$ cat src/rtl/bsc_pkg.sv
// Constants and types for the bit-test, call and clear execute block.
package bsc_pkg;
  // Word and field widths
  localparam int INSTR_W = 14;
  localparam int PC_W = 13;
  localparam int FADDR_W = 7;
  localparam int BIT_W = 3;
  localparam int LIT_W = 11;
  localparam int DATA_W = 8;
  // Field positions inside an instruction word
  localparam int FADDR_LSB = 0;
  localparam int BIT_LSB = 7;
  localparam int LIT_LSB = 0;
  // Opcode fields and the patterns that select each instruction
  localparam int SKIP_OP_LSB = 10;
  localparam logic [3:0] SKIP_OP = 4'h7;
  localparam int CALL_OP_LSB = 11;
  localparam logic [2:0] CALL_OP = 3'h4;
  localparam int CLR_OP_LSB = 7;
  localparam logic [6:0] CLR_OP = 7'h03;
  // Latch bits that feed the top of the program counter
  localparam int LATCH_W = 8;
  localparam int LATCH_HI_LSB = 3;
  // Value written by the clear, reset value of the stack-top and call-target outputs and the return-address step
  localparam logic [DATA_W-1:0] CLEAR_VALUE = 8'h00;
  localparam logic [PC_W-1:0] PC_RESET = 13'h0000;
  localparam logic [PC_W-1:0] PC_STEP = 13'h0001;
  // Execute states: the second two only fill a discarded fetch slot
  typedef enum logic [1:0] {
    ST_EXEC,
    ST_SKIP_NOP,
    ST_CALL_SLOT
  } bsc_state_type;
endpackage : bsc_pkg

$ cat src/rtl/bsc_dec_if.sv
// Decoded instruction fields shared between the decoder and the executor.
interface bsc_dec_if;
  import bsc_pkg::*;
  logic [INSTR_W-1:0] instr;
  logic is_bit_test_skip_if_set;
  logic is_call;
  logic is_clear_file_reg;
  logic [BIT_W-1:0] bit_sel;
  logic [FADDR_W-1:0] file_addr;
  logic [LIT_W-1:0] literal;
  modport dec (
    input instr,
    output is_bit_test_skip_if_set,
    output is_call,
    output is_clear_file_reg,
    output bit_sel,
    output file_addr,
    output literal
  );
  modport use_side (
    output instr,
    input is_bit_test_skip_if_set,
    input is_call,
    input is_clear_file_reg,
    input bit_sel,
    input file_addr,
    input literal
  );
endinterface : bsc_dec_if

$ cat src/rtl/bsc_decode.sv
// Combinational field decoder for the three supported instruction words.
module bsc_decode (
  bsc_dec_if.dec dec
);
  import bsc_pkg::*;

  // Opcode matches, each on its own fixed field
  assign dec.is_bit_test_skip_if_set =
    (dec.instr[INSTR_W-1:SKIP_OP_LSB] == SKIP_OP);
  assign dec.is_call = (dec.instr[INSTR_W-1:CALL_OP_LSB] == CALL_OP);
  assign dec.is_clear_file_reg =
    (dec.instr[INSTR_W-1:CLR_OP_LSB] == CLR_OP);

  // Operand fields; unused ones are simply ignored downstream
  assign dec.bit_sel = dec.instr[BIT_LSB +: BIT_W];
  assign dec.file_addr = dec.instr[FADDR_LSB +: FADDR_W];
  assign dec.literal = dec.instr[LIT_LSB +: LIT_W];
endmodule : bsc_decode

$ cat src/rtl/bsc_exec.sv
// Execute stage for bit-test-skip, subroutine call and register clear.
module bsc_exec (
  input wire logic clk,
  input wire logic reset,
  input wire logic instr_valid,
  output logic instr_ready,
  input wire logic [bsc_pkg::INSTR_W-1:0] instr,
  input wire logic [bsc_pkg::PC_W-1:0] pc,
  input wire logic [bsc_pkg::LATCH_W-1:0] pc_high_latch,
  output logic instr_known,
  output logic [bsc_pkg::FADDR_W-1:0] file_raddr,
  input wire logic [bsc_pkg::DATA_W-1:0] file_rdata,
  output logic file_we,
  output logic [bsc_pkg::FADDR_W-1:0] file_waddr,
  output logic [bsc_pkg::DATA_W-1:0] file_wdata,
  output logic zero_we,
  output logic zero_value,
  output logic stack_push,
  output logic [bsc_pkg::PC_W-1:0] stack_top,
  output logic pc_load,
  output logic [bsc_pkg::PC_W-1:0] pc_target,
  output logic fetch_discard,
  output logic nop_slot
);
  import bsc_pkg::*;

  // The call target must be exactly the latch pair above the literal
  if (PC_W != LIT_W + 2) begin : g_width_check
    $error("program counter width is not literal width plus two");
  end

  bsc_dec_if dec_bus ();
  bsc_state_type state_r;
  bsc_state_type state_nxt;

  logic take;
  logic bit_value;
  logic skip_taken;
  logic do_call;
  logic do_clear;
  logic [PC_W-1:0] return_addr;
  logic [PC_W-1:0] call_addr;

  logic file_we_r;
  logic [FADDR_W-1:0] file_waddr_r;
  logic zero_we_r;
  logic stack_push_r;
  logic [PC_W-1:0] stack_top_r;
  logic pc_load_r;
  logic [PC_W-1:0] pc_target_r;
  logic discard_r;

  // Field decode lives in its own module so the opcode map is in one place
  assign dec_bus.instr = instr;
  bsc_decode u_decode (
    .dec(dec_bus)
  );

  // A word is taken only in the plain execute state
  assign instr_ready = (state_r == ST_EXEC);
  assign take = instr_valid && instr_ready;
  assign instr_known = dec_bus.is_bit_test_skip_if_set
    || dec_bus.is_call || dec_bus.is_clear_file_reg;
  assign nop_slot = (state_r != ST_EXEC);

  // Register read address goes straight out; the file answers same cycle
  assign file_raddr = dec_bus.file_addr;
  assign bit_value = file_rdata[dec_bus.bit_sel];
  assign skip_taken =
    take && dec_bus.is_bit_test_skip_if_set && bit_value;
  assign do_call = take && dec_bus.is_call;
  assign do_clear = take && dec_bus.is_clear_file_reg;

  // Return address is the next sequential word, wrapped to the PC width
  assign return_addr = pc + PC_STEP;
  // Jump target: latch bits on top, literal below
  assign call_addr = {pc_high_latch[LATCH_HI_LSB +: PC_W-LIT_W],
    dec_bus.literal};

  // Sequencer: skip and call each burn the slot of the discarded fetch
  always_comb begin
    state_nxt = ST_EXEC;
    case (state_r)
      ST_EXEC: begin
        if (skip_taken) begin
          state_nxt = ST_SKIP_NOP;
        end else if (do_call) begin
          state_nxt = ST_CALL_SLOT;
        end else begin
          state_nxt = ST_EXEC;
        end
      end
      ST_SKIP_NOP: state_nxt = ST_EXEC;
      ST_CALL_SLOT: state_nxt = ST_EXEC;
      default: state_nxt = ST_EXEC;
    endcase
  end

  // State register
  always_ff @(posedge clk) begin
    if (reset) begin
      state_r <= ST_EXEC;
    end else begin
      state_r <= state_nxt;
    end
  end

  // Clear writes; zero flag is touched by nothing else in this block
  always_ff @(posedge clk) begin
    if (reset) begin
      file_we_r <= 1'b0;
      file_waddr_r <= '0;
      zero_we_r <= 1'b0;
    end else begin
      file_we_r <= do_clear;
      file_waddr_r <= dec_bus.file_addr;
      zero_we_r <= do_clear;
    end
  end

  // Call side effects: push and load come out together, one cycle later
  always_ff @(posedge clk) begin
    if (reset) begin
      stack_push_r <= 1'b0;
      stack_top_r <= PC_RESET;
      pc_load_r <= 1'b0;
      pc_target_r <= PC_RESET;
    end else begin
      stack_push_r <= do_call;
      pc_load_r <= do_call;
      if (do_call) begin
        stack_top_r <= return_addr;
        pc_target_r <= call_addr;
      end
    end
  end

  // Prefetch discard, for both a taken skip and a call
  always_ff @(posedge clk) begin
    if (reset) begin
      discard_r <= 1'b0;
    end else begin
      discard_r <= skip_taken || do_call;
    end
  end

  assign file_we = file_we_r;
  assign file_waddr = file_waddr_r;
  assign file_wdata = CLEAR_VALUE;
  assign zero_we = zero_we_r;
  assign zero_value = 1'b1;
  assign stack_push = stack_push_r;
  assign stack_top = stack_top_r;
  assign pc_load = pc_load_r;
  assign pc_target = pc_target_r;
  assign fetch_discard = discard_r;

  // Checks on the outputs against the word that caused them
  chk_skip_discard: assert property (
    @(posedge clk) disable iff (reset)
    take && dec_bus.is_bit_test_skip_if_set && bit_value
    |=> fetch_discard && !pc_load)
    else $error("taken skip did not discard the fetch");

  chk_skip_two_cycles: assert property (
    @(posedge clk) disable iff (reset)
    skip_taken |=> nop_slot && !instr_ready ##1 instr_ready)
    else $error("taken skip did not last two cycles");

  // The filler slot must behave as a no-operation
  chk_slot_is_nop: assert property (
    @(posedge clk) disable iff (reset)
    nop_slot |=> !file_we && !zero_we && !stack_push && !pc_load
    && !fetch_discard)
    else $error("filler slot had a side effect");

  chk_noskip_single: assert property (
    @(posedge clk) disable iff (reset)
    take && dec_bus.is_bit_test_skip_if_set && !bit_value
    |=> instr_ready && !fetch_discard && !zero_we)
    else $error("untaken skip was not single cycle");

  chk_skip_no_effect: assert property (
    @(posedge clk) disable iff (reset)
    skip_taken |=> !file_we && !zero_we && !stack_push)
    else $error("taken skip touched a register or flag");

  chk_call_literal: assert property (
    @(posedge clk) disable iff (reset)
    do_call |=> pc_load
    && pc_target[LIT_W-1:0] == $past(instr[LIT_W-1:0]))
    else $error("call literal not in low PC bits");

  chk_call_push_value: assert property (
    @(posedge clk) disable iff (reset)
    do_call |=> stack_push && stack_top == PC_W'($past(pc) + 1))
    else $error("call pushed a wrong return address");

  chk_call_high_bits: assert property (
    @(posedge clk) disable iff (reset)
    do_call |=> pc_target[PC_W-1:LIT_W]
    == $past(pc_high_latch[4:3]))
    else $error("call high PC bits not from latch");

  chk_call_two_cycles: assert property (
    @(posedge clk) disable iff (reset)
    do_call |=> !instr_ready && !zero_we ##1 instr_ready)
    else $error("call did not take exactly two cycles");

  chk_clear_write: assert property (
    @(posedge clk) disable iff (reset)
    do_clear |=> file_we && file_wdata == 8'h00 && zero_we && zero_value
    && file_waddr == $past(instr[FADDR_W-1:0]) && instr_ready)
    else $error("clear did not write zero and set flag");

  chk_flag_cause: assert property (
    @(posedge clk) disable iff (reset)
    zero_we |-> $past(take) && $past(dec_bus.is_clear_file_reg))
    else $error("zero flag written without a clear");
endmodule : bsc_exec

$ cat config.mk
export PLATFORM = sky130hd
export DESIGN_NAME = bsc_exec
export DESIGN_NICKNAME = d
export VERILOG_FILES = /design/src/rtl/bsc_pkg.sv /design/src/rtl/bsc_dec_if.sv /design/src/rtl/bsc_decode.sv /design/src/rtl/bsc_exec.sv
export SDC_FILE = /design/constraint.sdc
export NUM_CORES = 1
export LEC_CHECK = 0
export BUFFER_PORTS_ARGS = -buffer_cell sky130_fd_sc_hd__clkbuf_2
export CORE_MARGIN = 3
export CORE_UTILIZATION = 43
export CTS_CLUSTER_DIAMETER = 100
export CTS_CLUSTER_SIZE = 28
export DETAILED_ROUTE_END_ITERATION = 6
export PLACE_DENSITY = 0.76
export SLEW_MARGIN = 20
export SYNTH_ARGS = -nofsm -noshare
export SYNTH_HDL_FRONTEND = slang
export SYNTH_SLANG_ARGS = --single-unit
$ cat constraint.sdc
create_clock -name clk -period 1.85 [get_ports clk]
set_clock_uncertainty 0.15 [all_clocks]
set_input_delay 0.0925 -clock clk [delete_from_list [all_inputs] [get_ports clk]]
set_output_delay 0.0925 -clock clk [all_outputs]
set_load 0.1 [all_outputs]
After elaboration in Yosys (flattened, before gate mapping)
Cells that the tools add are included.

word-level totals
  bits in registers = 38
  input port bits = 46
  output and inout bits = 57
  logic and storage cells = 30

operators by class
  add/sub/neg operators = 1
  magnitude comparators = 1
  eq/ne operators = 3
  multiplexer cells = 4
  bitwise logic cells = 1
  reduce and logical (&&, ||, !) cells = 12

operators by type and width
  operator                 number
  $add A13 B1 Y13 const B  1
  $eq A7 B2 Y1 const B     1
  $logic_and A1 B1 Y1      5
  $eq A4 B3 Y1 const B     1
  $lt A3 B4 Y1 const B     1
  $bmux W1 S3              1
  $eq A3 B3 Y1 const B     1
  $logic_or A1 B1 Y1       3
  $reduce_or A3 Y1         1
  $logic_not A2 Y1         1
  $mux W1                  2
  $mux W2                  1
  $reduce_bool A2 Y1       1
  $reduce_or A2 Y1         1
  $not A1 Y1               1

Longest topological paths before layout
Gate-level depths: netlist (run 1).

  word-level depth = 5
  depth in mapped cells = 6
  gate-level depth less buffers = 5

Modules after synthesis
Synthesis (run 1) repeated with hierarchy kept, for this count alone.

unflattened totals
  cells, all modules = 209
  area total of the unflattened synthesis = 1,858.0 um2

by module, submodules not included
  module      times used  cells each  area an instance (um2)  seq. area each (um2)
  bsc_exec    1           183         1,660.3                 760.7
  bsc_decode  1           26          197.7                   0.0

Worst setup path before layout (run 1)
Ideal clock, no wire load.

  kind = reg2reg
  from = reg state_r[1]
  to = reg pc_target_r[0] (netlist: pc_target[0])
  library setup time = 0.132 ns
  arrival = 1.990 ns
  data required time = 1.568 ns
  path slack = -0.423 ns
  cell stages (with the launch flop) = 6
  path buffers = 1
  clock period less this slack = 2.273 ns
  cell sequence = dfxtp_1 nor2_2 nand4_1 clkbuf_1 nand2_1 a21oi_1

on the way
  longest elaborated chain between the ends = 3

ends and longest elaborated chain
  what                      RTL line         RTL
  start: declaration        bsc_exec.sv:33   bsc_state_type state_r;
  start signal: assignment  bsc_exec.sv:104  state_r <= state_nxt;
  $logic_not A2 Y1          bsc_exec.sv:60   assign instr_ready = (state_r == ST_EXEC);
  via instr_ready           bsc_exec.sv:6    output logic instr_ready,
  $logic_and A1 B1 Y1       bsc_exec.sv:61   assign take = instr_valid && instr_ready;
  $logic_and A1 B1 Y1       bsc_exec.sv:71   assign do_call = take && dec_bus.is_call;
  end signal: assignment    bsc_exec.sv:133  pc_target_r <= call_addr;
  end: declaration          bsc_exec.sv:50   logic [PC_W-1:0] pc_target_r;

The timed path passes the listed nets, and every way through them passes these cells.
A chain may end at the register's enable or synchronous reset.

Final worst setup path (run 1)
  from = in instr[9] (netlist bit)
  to = out instr_known

on the way
  longest elaborated chain between the ends = 2

ends and longest elaborated chain
  what                RTL line          RTL
  start: declaration  bsc_exec.sv:7     input wire logic [bsc_pkg::INSTR_W-1:0] instr,
  $eq A7 B2 Y1        bsc_decode.sv:12  (dec.instr[INSTR_W-1:CLR_OP_LSB] == CLR_OP);
  $logic_or A1 B1 Y1  bsc_exec.sv:63    || dec_bus.is_call || dec_bus.is_clear_file_reg;
  end: declaration    bsc_exec.sv:10    output logic instr_known,

No other way between the ends.

==> results of run 1 <==
Yosys cell counts:
master | n | area (sq um)
a21oi_1 | 14 | 70.1
nand4b_1 | 1 | 8.76
mux2i_1 | 4 | 40.0
nor3_2 | 1 | 10.0
nand3_1 | 6 | 30.0
nand2_1 | 35 | 131
nand3b_1 | 1 | 7.51
conb_1 | 2 | 7.51
xnor2_1 | 9 | 78.8
nor2_1 | 19 | 71.3
inv_1 | 3 | 11.3
nor3_1 | 4 | 20.0
buf_2 | 3 | 15.0
nand3_4 | 1 | 17.5
nand4_4 | 1 | 21.3
nor4_2 | 1 | 12.5
or3_1 | 1 | 6.26
and3_1 | 1 | 6.26
buf_4 | 19 | 143
dfxtp_1 | 38 | 761
nand4_1 | 3 | 18.8
o22ai_1 | 1 | 6.26
and4_1 | 1 | 8.76
nor4_4 | 1 | 21.3
a211oi_2 | 3 | 37.5
nor2_2 | 1 | 6.26
ha_1 | 1 | 12.5
clkbuf_1 | 6 | 22.5
xor2_1 | 2 | 17.5
a211oi_1 | 9 | 67.6
nor2b_1 | 8 | 50.1
cell type report:
class / instances / share of cell area
well taps: 48 / 0.0249
inverters: 3 / 0.00467
clock inverters: 3 / 0.0166
flip-flops and latches: 38 / 0.315
multi-input cells: 138 / 0.339
repair buffers: 110 / 0.272
clock buffers: 5 / 0.0285
power by group through the flow:
stage / clock [mW] / combinational, mW / sequential [mW]
after CTS: 0.694 / 0.570 / 0.853
final: 0.674 / 0.569 / 0.853
after floorplan: 0 / 0.280 / 1.05
after global placement: 0 / 0.538 / 0.872
after detailed placement: 0 / 0.540 / 0.873
after global routing: 0.731 / 0.595 / 0.856
flip-flops by register name, indices dropped and copies added, names as in the netlist:
signal and flops:
fetch_discard 1, file_waddr 7, pc_load 1, pc_target 13
stack_top 13, state_r 2, zero_we 1
worst max-delay path: cells and delay by family:
family,cells,cell delay [ns]
buffers and inverters,3,1.01
and+or+nand+nor,3,0.37
path summary, 6_finish.rpt:
| kind | startpoint | endpoint | slack [ns] | cells past startpoint |
|---|---|---|---|---|
| worst max register to register | state_r[0] | stack_top[8] | 0.38 | 5 |
| worst min-delay path | pc[10] | stack_top[10] | 0.01 | 3 |
| worst max-delay path | instr[9] | instr_known | 0.14 | 6 |
| worst min register to register | pc_target[8] | pc_target[8] | 0.31 | 2 |
per-layer routing:
layer / track usage / routed length [um] / vias up
li1: - / - / 836
met1: 0.175 / 1640 / 703
met2: 0.276 / 1860 / 67
met3: 0.0391 / 307 / 4
met4: 0.0586 / 46 / 0
met5: 0 / 0 / -
metrics by stage:
step	worst slack, ns	util	TNS [ns]
floorplan	-0.00809	-	-0.0566
global route	0.0287	0.640	0
detailed placement	0.383	0.563	0
CTS	0.0125	0.639	0
finish	0.141	0.640	0
global placement	0.456	0.563	0
logic make-up after synthesis:
kind of cell    after synthesis  share of synthesized area
compound gates               27                      0.104
xor+xnor                     11                     0.0554
fa+ha+maj                     1                    0.00720
buf+inv                      31                      0.110
flops                        38                      0.438
mux                           4                     0.0230
other cells                   2                    0.00432
simple gates                 86                      0.258
what timing repair did:
| action | in CTS | in global routing |
|---|---|---|
| setup endpoints to repair | 0 | 1 |
| resized for setup | 0 | 2 |
| hold endpoints to repair | 25 | 0 |
| hold buffers | 18 | 0 |
==> results.cfg, run 1 <==
[layout]
final_area_sq_um = 2410
layout.nets = 343
syn_to_final_growth_pct = 38.9
layoutNonFillerInstCount = 345
fillers = 322
final_common_cell = clkbuf_2
final_cell_mix = clkbuf_2 (86), dfxtp_1 (38), nand2_1 (35)
drive_gt1_frac = 0.367
diodes = 0
multi_input_area_sq_um = 817
regArea_sq_um = 761

[floorplan]
initial_core_util = 0.461
die_area_sq_um = 4840
die_h_um = 69.6
dieWidth_um = 69.6
rows = 22
core_area_sq_um = 3770
ioPinCount = 103

[clock_tree]
path_clk_slew_ns = 0.07
cts.sinks = 38
cts_setup_buffers = 0
htreeDepth = 2
root_buffer = clkbuf_8
clock_latency_ns = 0.28
cts_buffer_depth = 2
cts_tree = yes
cts_buffers = 5

[pwr]
p_sw_mw = 0.736
total_power_mw = 2.10
vdd_drop_max_mv = 0.688
p_leak_nw = 1.09
cellInternalPower_mw = 1.36
sw_frac_of_total = 0.351
power_frac_seq = 0.407
pwr-share-clk = 0.322
powerDensity_nw_per_um2 = 869
combPwrFrac = 0.272

[place]
post-dp-hpwl_um = 2880
post_dp_cell_area_sq_um = 2120
dpl.cell_count = 319
globalplace.congestion = 0.781
numPortBuffers = 87

[grt]
grt_pass1_vias = 1479
grt_start_max_net_pins = 26
antenna_found_initial = 0
gr-total-overflow = 0
grt_usage = 0.155
grt_pass1_wl_um = 6240

[yosys]
ys_ff_latch = 38
synthCells = 200
ys_seq_area_frac = 0.438
yosysWarnings = 0
avgSynthCellArea_sq_um = 8.69
mappedNetlistArea_sq_um = 1740
synth_cell_types = 31

[critical_path]
critPathLaunchType = input pin
critPathMaxFanout = 5
cpMaxStageDelayCell = dlygate4sd3_1
cp.arrival_ns = 1.47
crit_chain = dlygate4sd3_1 > clkbuf_2 > nor2b_1 > nand4_1 > nand3_1 > clkbuf_4
crit_type = input pin to output pin
cp.required_ns = 1.61
crit_path_end_kind = output pin
max_stage_delay_ns = 0.54

[drt]
avgViaCountPerCell = 4.67
wl_per_cell_um = 11.2
drc_errors = 0
drt_pass1_iterations = 5
vias = 1610
routed_wl_um = 3850
ant_nets = 0
drt_iter0_drc = 64

[sta]
clock.fmax_mhz = 585
period_needed_ns = 1.71
worst_slew_pin_slew_ns = 0.550
max-slew-margin-rel = 0.635
hold_viol = 0
post-route-period-util = 0.924
maxSlewViolCount = 0
rsz0062_at_grt = false
final-setup-viol-count = 0
whs_ns = 0.0146

[status]
status = finished, final reports clean

[worst_hold_path]
min_path_type = input pin to flop

[run]
cap_violations = 0
(Power assumes the default switching activity.)
==> run 2, diff against run 1 <==
Settings changed: BUFFER_PORTS_ARGS -buffer_cell sky130_fd_sc_hd__clkbuf_2 to -buffer_cell sky130_fd_sc_hd__buf_2.
==> run 2 against run 1 <==
Worst hold slack lost 0.0022 ns. Register-to-register slack gained 0.05 ns. Sequential share of layout area shrank 0.56 points. Critical endpoint unchanged. Critical path depth is the same. Core utilization grew 1.2 points. Via count grew 0.50%. Setup slack lost 0.027 ns. Largest power group is now the clock network. Combinational power grew 0.7%. Sequential power is essentially flat. Routed wire length grew 3.4%.
==> results.cfg, run 2 (synthesis gave the netlist of run 1 again) <==
[clock_tree]
path_clk_slew_ns = 0.07
cts.sinks = 38
root_buffer = clkbuf_8
htreeDepth = 2
cts_buffer_depth = 2
cts_buffers = 5
clock_latency_ns = 0.28
cts_tree = yes

[critical_path]
r2r_cells = 5
crit_start = instr[9]
cp.arrival_ns = 1.49
crit_path_end_kind = output pin
critPathMaxFanout = 5
crit_type = input pin to output pin
critPathLaunchType = input pin
cp.required_ns = 1.61
r2r_slack_ns = 0.43
worstReg2RegEnd = stack_top[8]
endpoint = instr_known
rr_startpoint = state_r[0]

[drt]
ant_nets = 0
avgViaCountPerCell = 4.68
drt_pass1_iterations = 4
routed_wl_um = 3980
drc_errors = 0
drt_iter0_drc = 94
vias = 1618
wl_per_cell_um = 11.5

[grt]
antenna_found_initial = 0
top_usage_layer = met2
gr-usage-met2 = 0.309
grt_start_max_net_pins = 21
grt_pass1_wl_um = 6900
grt_pass1_vias = 1596
gr-total-overflow = 0
grt_use_met3 = 0.0449
grt_usage = 0.173
use_met1 = 0.191

[sta]
final-setup-viol-count = 0
clock.fmax_mhz = 576
hold_viol = 0
maxSlewViolCount = 0
rsz0062_at_grt = false
period_needed_ns = 1.74
post-route-period-util = 0.938

[floorplan]
ioPinCount = 103
core_area_sq_um = 3770
die_area_sq_um = 4840
initial_core_util = 0.461
dieWidth_um = 69.6
rows = 22
die_h_um = 69.6

[place]
post_dp_cell_area_sq_um = 2120
globalplace.congestion = 0.741
numPortBuffers = 87
post-dp-hpwl_um = 2870

[layout]
postLayoutCoreUtil = 0.652
layout.nets = 344
diodes = 0
fillers = 351
syn_to_final_growth_pct = 41.4
drive_gt1_frac = 0.366
final_common_cell = buf_2
multi_input_area_sq_um = 817
final_cell_mix = buf_2 (86), dfxtp_1 (38), nand2_1 (35)
regArea_sq_um = 761
final_area_sq_um = 2460

[pwr]
p_leak_nw = 1.13
powerDensity_nw_per_um2 = 927
vdd_drop_max_mv = 0.591

[run]
cap_violations = 0

[worst_hold_path]
min_path_type = input pin to flop
min_path_cells = 3

[status]
status = finished, final reports clean
[run 2: repair_timing]
action / in CTS / in global routing
setup endpoints to repair: 0 / 1
buffers inserted: 0 / 0
hold buffers: 19 / 0
endpoints found under the hold margin: 26 / 0
gates resized for setup: 0 / 1
[run 2: worst min-delay path by stage]
stage	start	endpoint	slack, ns
floorplan	pc[0]	stack_top[0]	0.04
finish	pc[10]	stack_top[10]	0.01
global placement	pc[0]	stack_top[0]	0.17
detailed placement	pc[0]	stack_top[0]	0.18
CTS	pc[10]	stack_top[10]	0.002
global route	pc[10]	stack_top[10]	0.01
[run 2: final cells by class]
| type | instances | share of cell area |
|---|---|---|
| clock buffer | 6 | 0.0336 |
| clock inverter | 2 | 0.0244 |
| inverter | 3 | 0.00458 |
| multi-input combinational | 138 | 0.332 |
| sequential | 38 | 0.310 |
| tap | 48 | 0.0244 |
| timing repair buffer | 111 | 0.271 |
[run 2: critical path: stages]
cell and delay (ns):
dlygate4sd3_1 0.54, buf_2 0.15, nor2b_1 0.16, nand4_1 0.13
nand3_1 0.10, clkbuf_4 0.33
[run 2: through the flow]
stage               std cells  setup slack [ns]  hold slack (ns)  total power [mW]  TNS (ns)
floorplan                 207          -0.00809           0.0382              1.33   -0.0566
global placement          319             0.456            0.171              1.41         0
detailed placement        319             0.415            0.180              1.41         0
CTS                       346            0.0310          0.00229              2.30         0
global route              346            0.0433           0.0128              2.38         0
finish                    346             0.114           0.0124              2.28         0
[run 2: where the power goes]
part	switching (mW)	leakage, nW	internal [mW]
sequential	0.00984	0.310	0.843
combinational	0.448	0.745	0.124
clock	0.279	0.0714	0.575
total	0.737	1.13	1.54
[run 2: layer usage]
layer	up-vias	wire length, um
met5	-	0
met4	0	51
met3	5	289
met2	58	1980
met1	720	1660
li1	835	-
==> run 3, diff against run 2 <==
Clock period 1.85 ns to 1.64 ns, I/O delays scaled along.
==> run 3 against run 2 <==
Combinational power rose by 15%. Highest routed layer unchanged. Sequential power rose by 13%. Flip-flop and latch count did not move. Total power barely moved. Die area did not move. Via count rose by 0.93%. Design area rose by 0.87%. Global-route usage fell by 0.97 points. Count of clock-buffer cells in the layout did not move. Largest cell class unchanged.
==> results.cfg, run 3 (synthesis gave the netlist of run 1 again) <==
[status]
status = finished, final reports clean

[pwr]
combPwrFrac = 0.289
power_frac_seq = 0.421
powerDensity_nw_per_um2 = 920
sw_frac_of_total = 0.372
p_sw_mw = 0.848
total_power_mw = 2.28
cellInternalPower_mw = 1.43
p_leak_nw = 1.12
pwr-share-clk = 0.289
vdd_drop_max_mv = 0.486

[place]
numPortBuffers = 87
globalplace.congestion = 0.800
post-dp-hpwl_um = 2890
dpl.cell_count = 319

[clock_tree]
cts_buffers = 5
cts_tree = yes
cts_buffer_depth = 2
clock_latency_ns = 0.28
cts.sinks = 38
root_buffer = clkbuf_8
htreeDepth = 2
path_clk_slew_ns = 0.07

[drt]
drc_errors = 0
routed_wl_um = 3990
vias = 1633
drt_iter0_drc = 67
ant_nets = 0
avgViaCountPerCell = 4.71
wl_per_cell_um = 11.5
drt_pass1_iterations = 4

[floorplan]
initial_core_util = 0.461
dieWidth_um = 69.6
rows = 22
die_area_sq_um = 4840
die_h_um = 69.6
core_area_sq_um = 3770
ioPinCount = 103

[sta]
rsz0062_at_grt = false
period_needed_ns = 1.56
final-setup-viol-count = 0
post-route-period-util = 0.952
clock.fmax_mhz = 641
maxSlewViolCount = 0
hold_viol = 0

[grt]
grt_start_max_net_pins = 24
grt_pass1_wl_um = 6490
grt_usage = 0.163
grt_pass1_vias = 1535
antenna_found_initial = 0
gr-total-overflow = 0

[run]
cap_violations = 0

[critical_path]
critPathMaxFanout = 4
crit_chain = dlygate4sd3_1 > buf_2 > ha_2 > nand2_2 > nor4_4 > xnor2_1 > a211oi_2
max_stage_delay_ns = 0.53
cpMaxStageDelayCell = dlygate4sd3_1
cp.arrival_ns = 1.62
crit_path_end_kind = flop
crit_type = input pin to flop
critPathLaunchType = input pin
cp.required_ns = 1.70

[layout]
fillers = 332
layout.nets = 345
drive_gt1_frac = 0.405
final_common_cell = buf_2
diodes = 0
final_cell_mix = buf_2 (87), dfxtp_1 (37), nand2_1 (34)
layoutNonFillerInstCount = 347
syn_to_final_growth_pct = 42.6

[worst_hold_path]
min_path_type = input pin to flop
==> run 3: path summary, 6_finish.rpt <==
kind	from	to	slack (ns)	cells after the start
max reg2reg	state_r[0]	fetch_discard	0.10	4
max	pc[0]	stack_top[12]	0.08	7
min	pc[10]	stack_top[10]	0.009	3
min reg2reg	pc_target[9]	pc_target[9]	0.30	2
==> run 3: critical path: cells and delay by family <==
family	cells	cell delay [ns]
adders and majority gates	1	0.21
xor gates and xnor gates	1	0.11
and+or+nand+nor	2	0.34
buffers and inverters	2	0.67
AOI/OAI and AO/OA	1	0.21
==> run 3: layout make-up <==
type,count,area (sq um),area share
Timing Repair Buffer,112,686,0.277
Clock inverter,2,12.5,0.00505
Multi-Input combinational cell,138,865,0.349
Tap cell,48,60.1,0.0242
Sequential cell,38,762,0.307
Clock buffer,6,82.6,0.0333
Inverter,3,11.3,0.00454
==> run 3: power by group through the flow <==
stage	combinational (mW)	sequential (mW)	clock, mW
2_1_floorplan	0.328	1.18	0
3_3_place_gp	0.620	0.982	0
3_5_place_dp	0.624	0.983	0
4_1_cts	0.658	0.961	0.684
5_1_grt	0.690	0.965	0.715
6_report	0.660	0.961	0.659
==> run 3: per-stage QoR <==
stage	setup TNS (ns)	area [sq um]	hold slack (ns)	util	setup slack, ns
finish	0	2480	0.00893	0.657	0.0787
global route	0	2480	0.0126	0.657	0.000250
CTS	0	2470	0.00288	0.656	0.0401
detailed placement	0	2180	0.170	0.578	0.222
global placement	0	2180	0.167	0.578	0.265
floorplan	-4.59	1840	0.0266	-	-0.217
==> run 3: metal layers <==
metal,GRT usage,vias up,part of all wire
met3,0.0406,9,0.070
met2,0.288,65,0.50
met1,0.185,723,0.40
met4,0.0672,0,0.021
li1,-,836,-
met5,0,-,0
==> run 3: timing repair <==
action / 4_1_cts / 5_1_grt
hold buffers: 20 / 0
endpoints found under the setup margin: 0 / 3
hold endpoints to repair: 26 / 0
buffers inserted: 0 / 0
resized for setup: 0 / 2
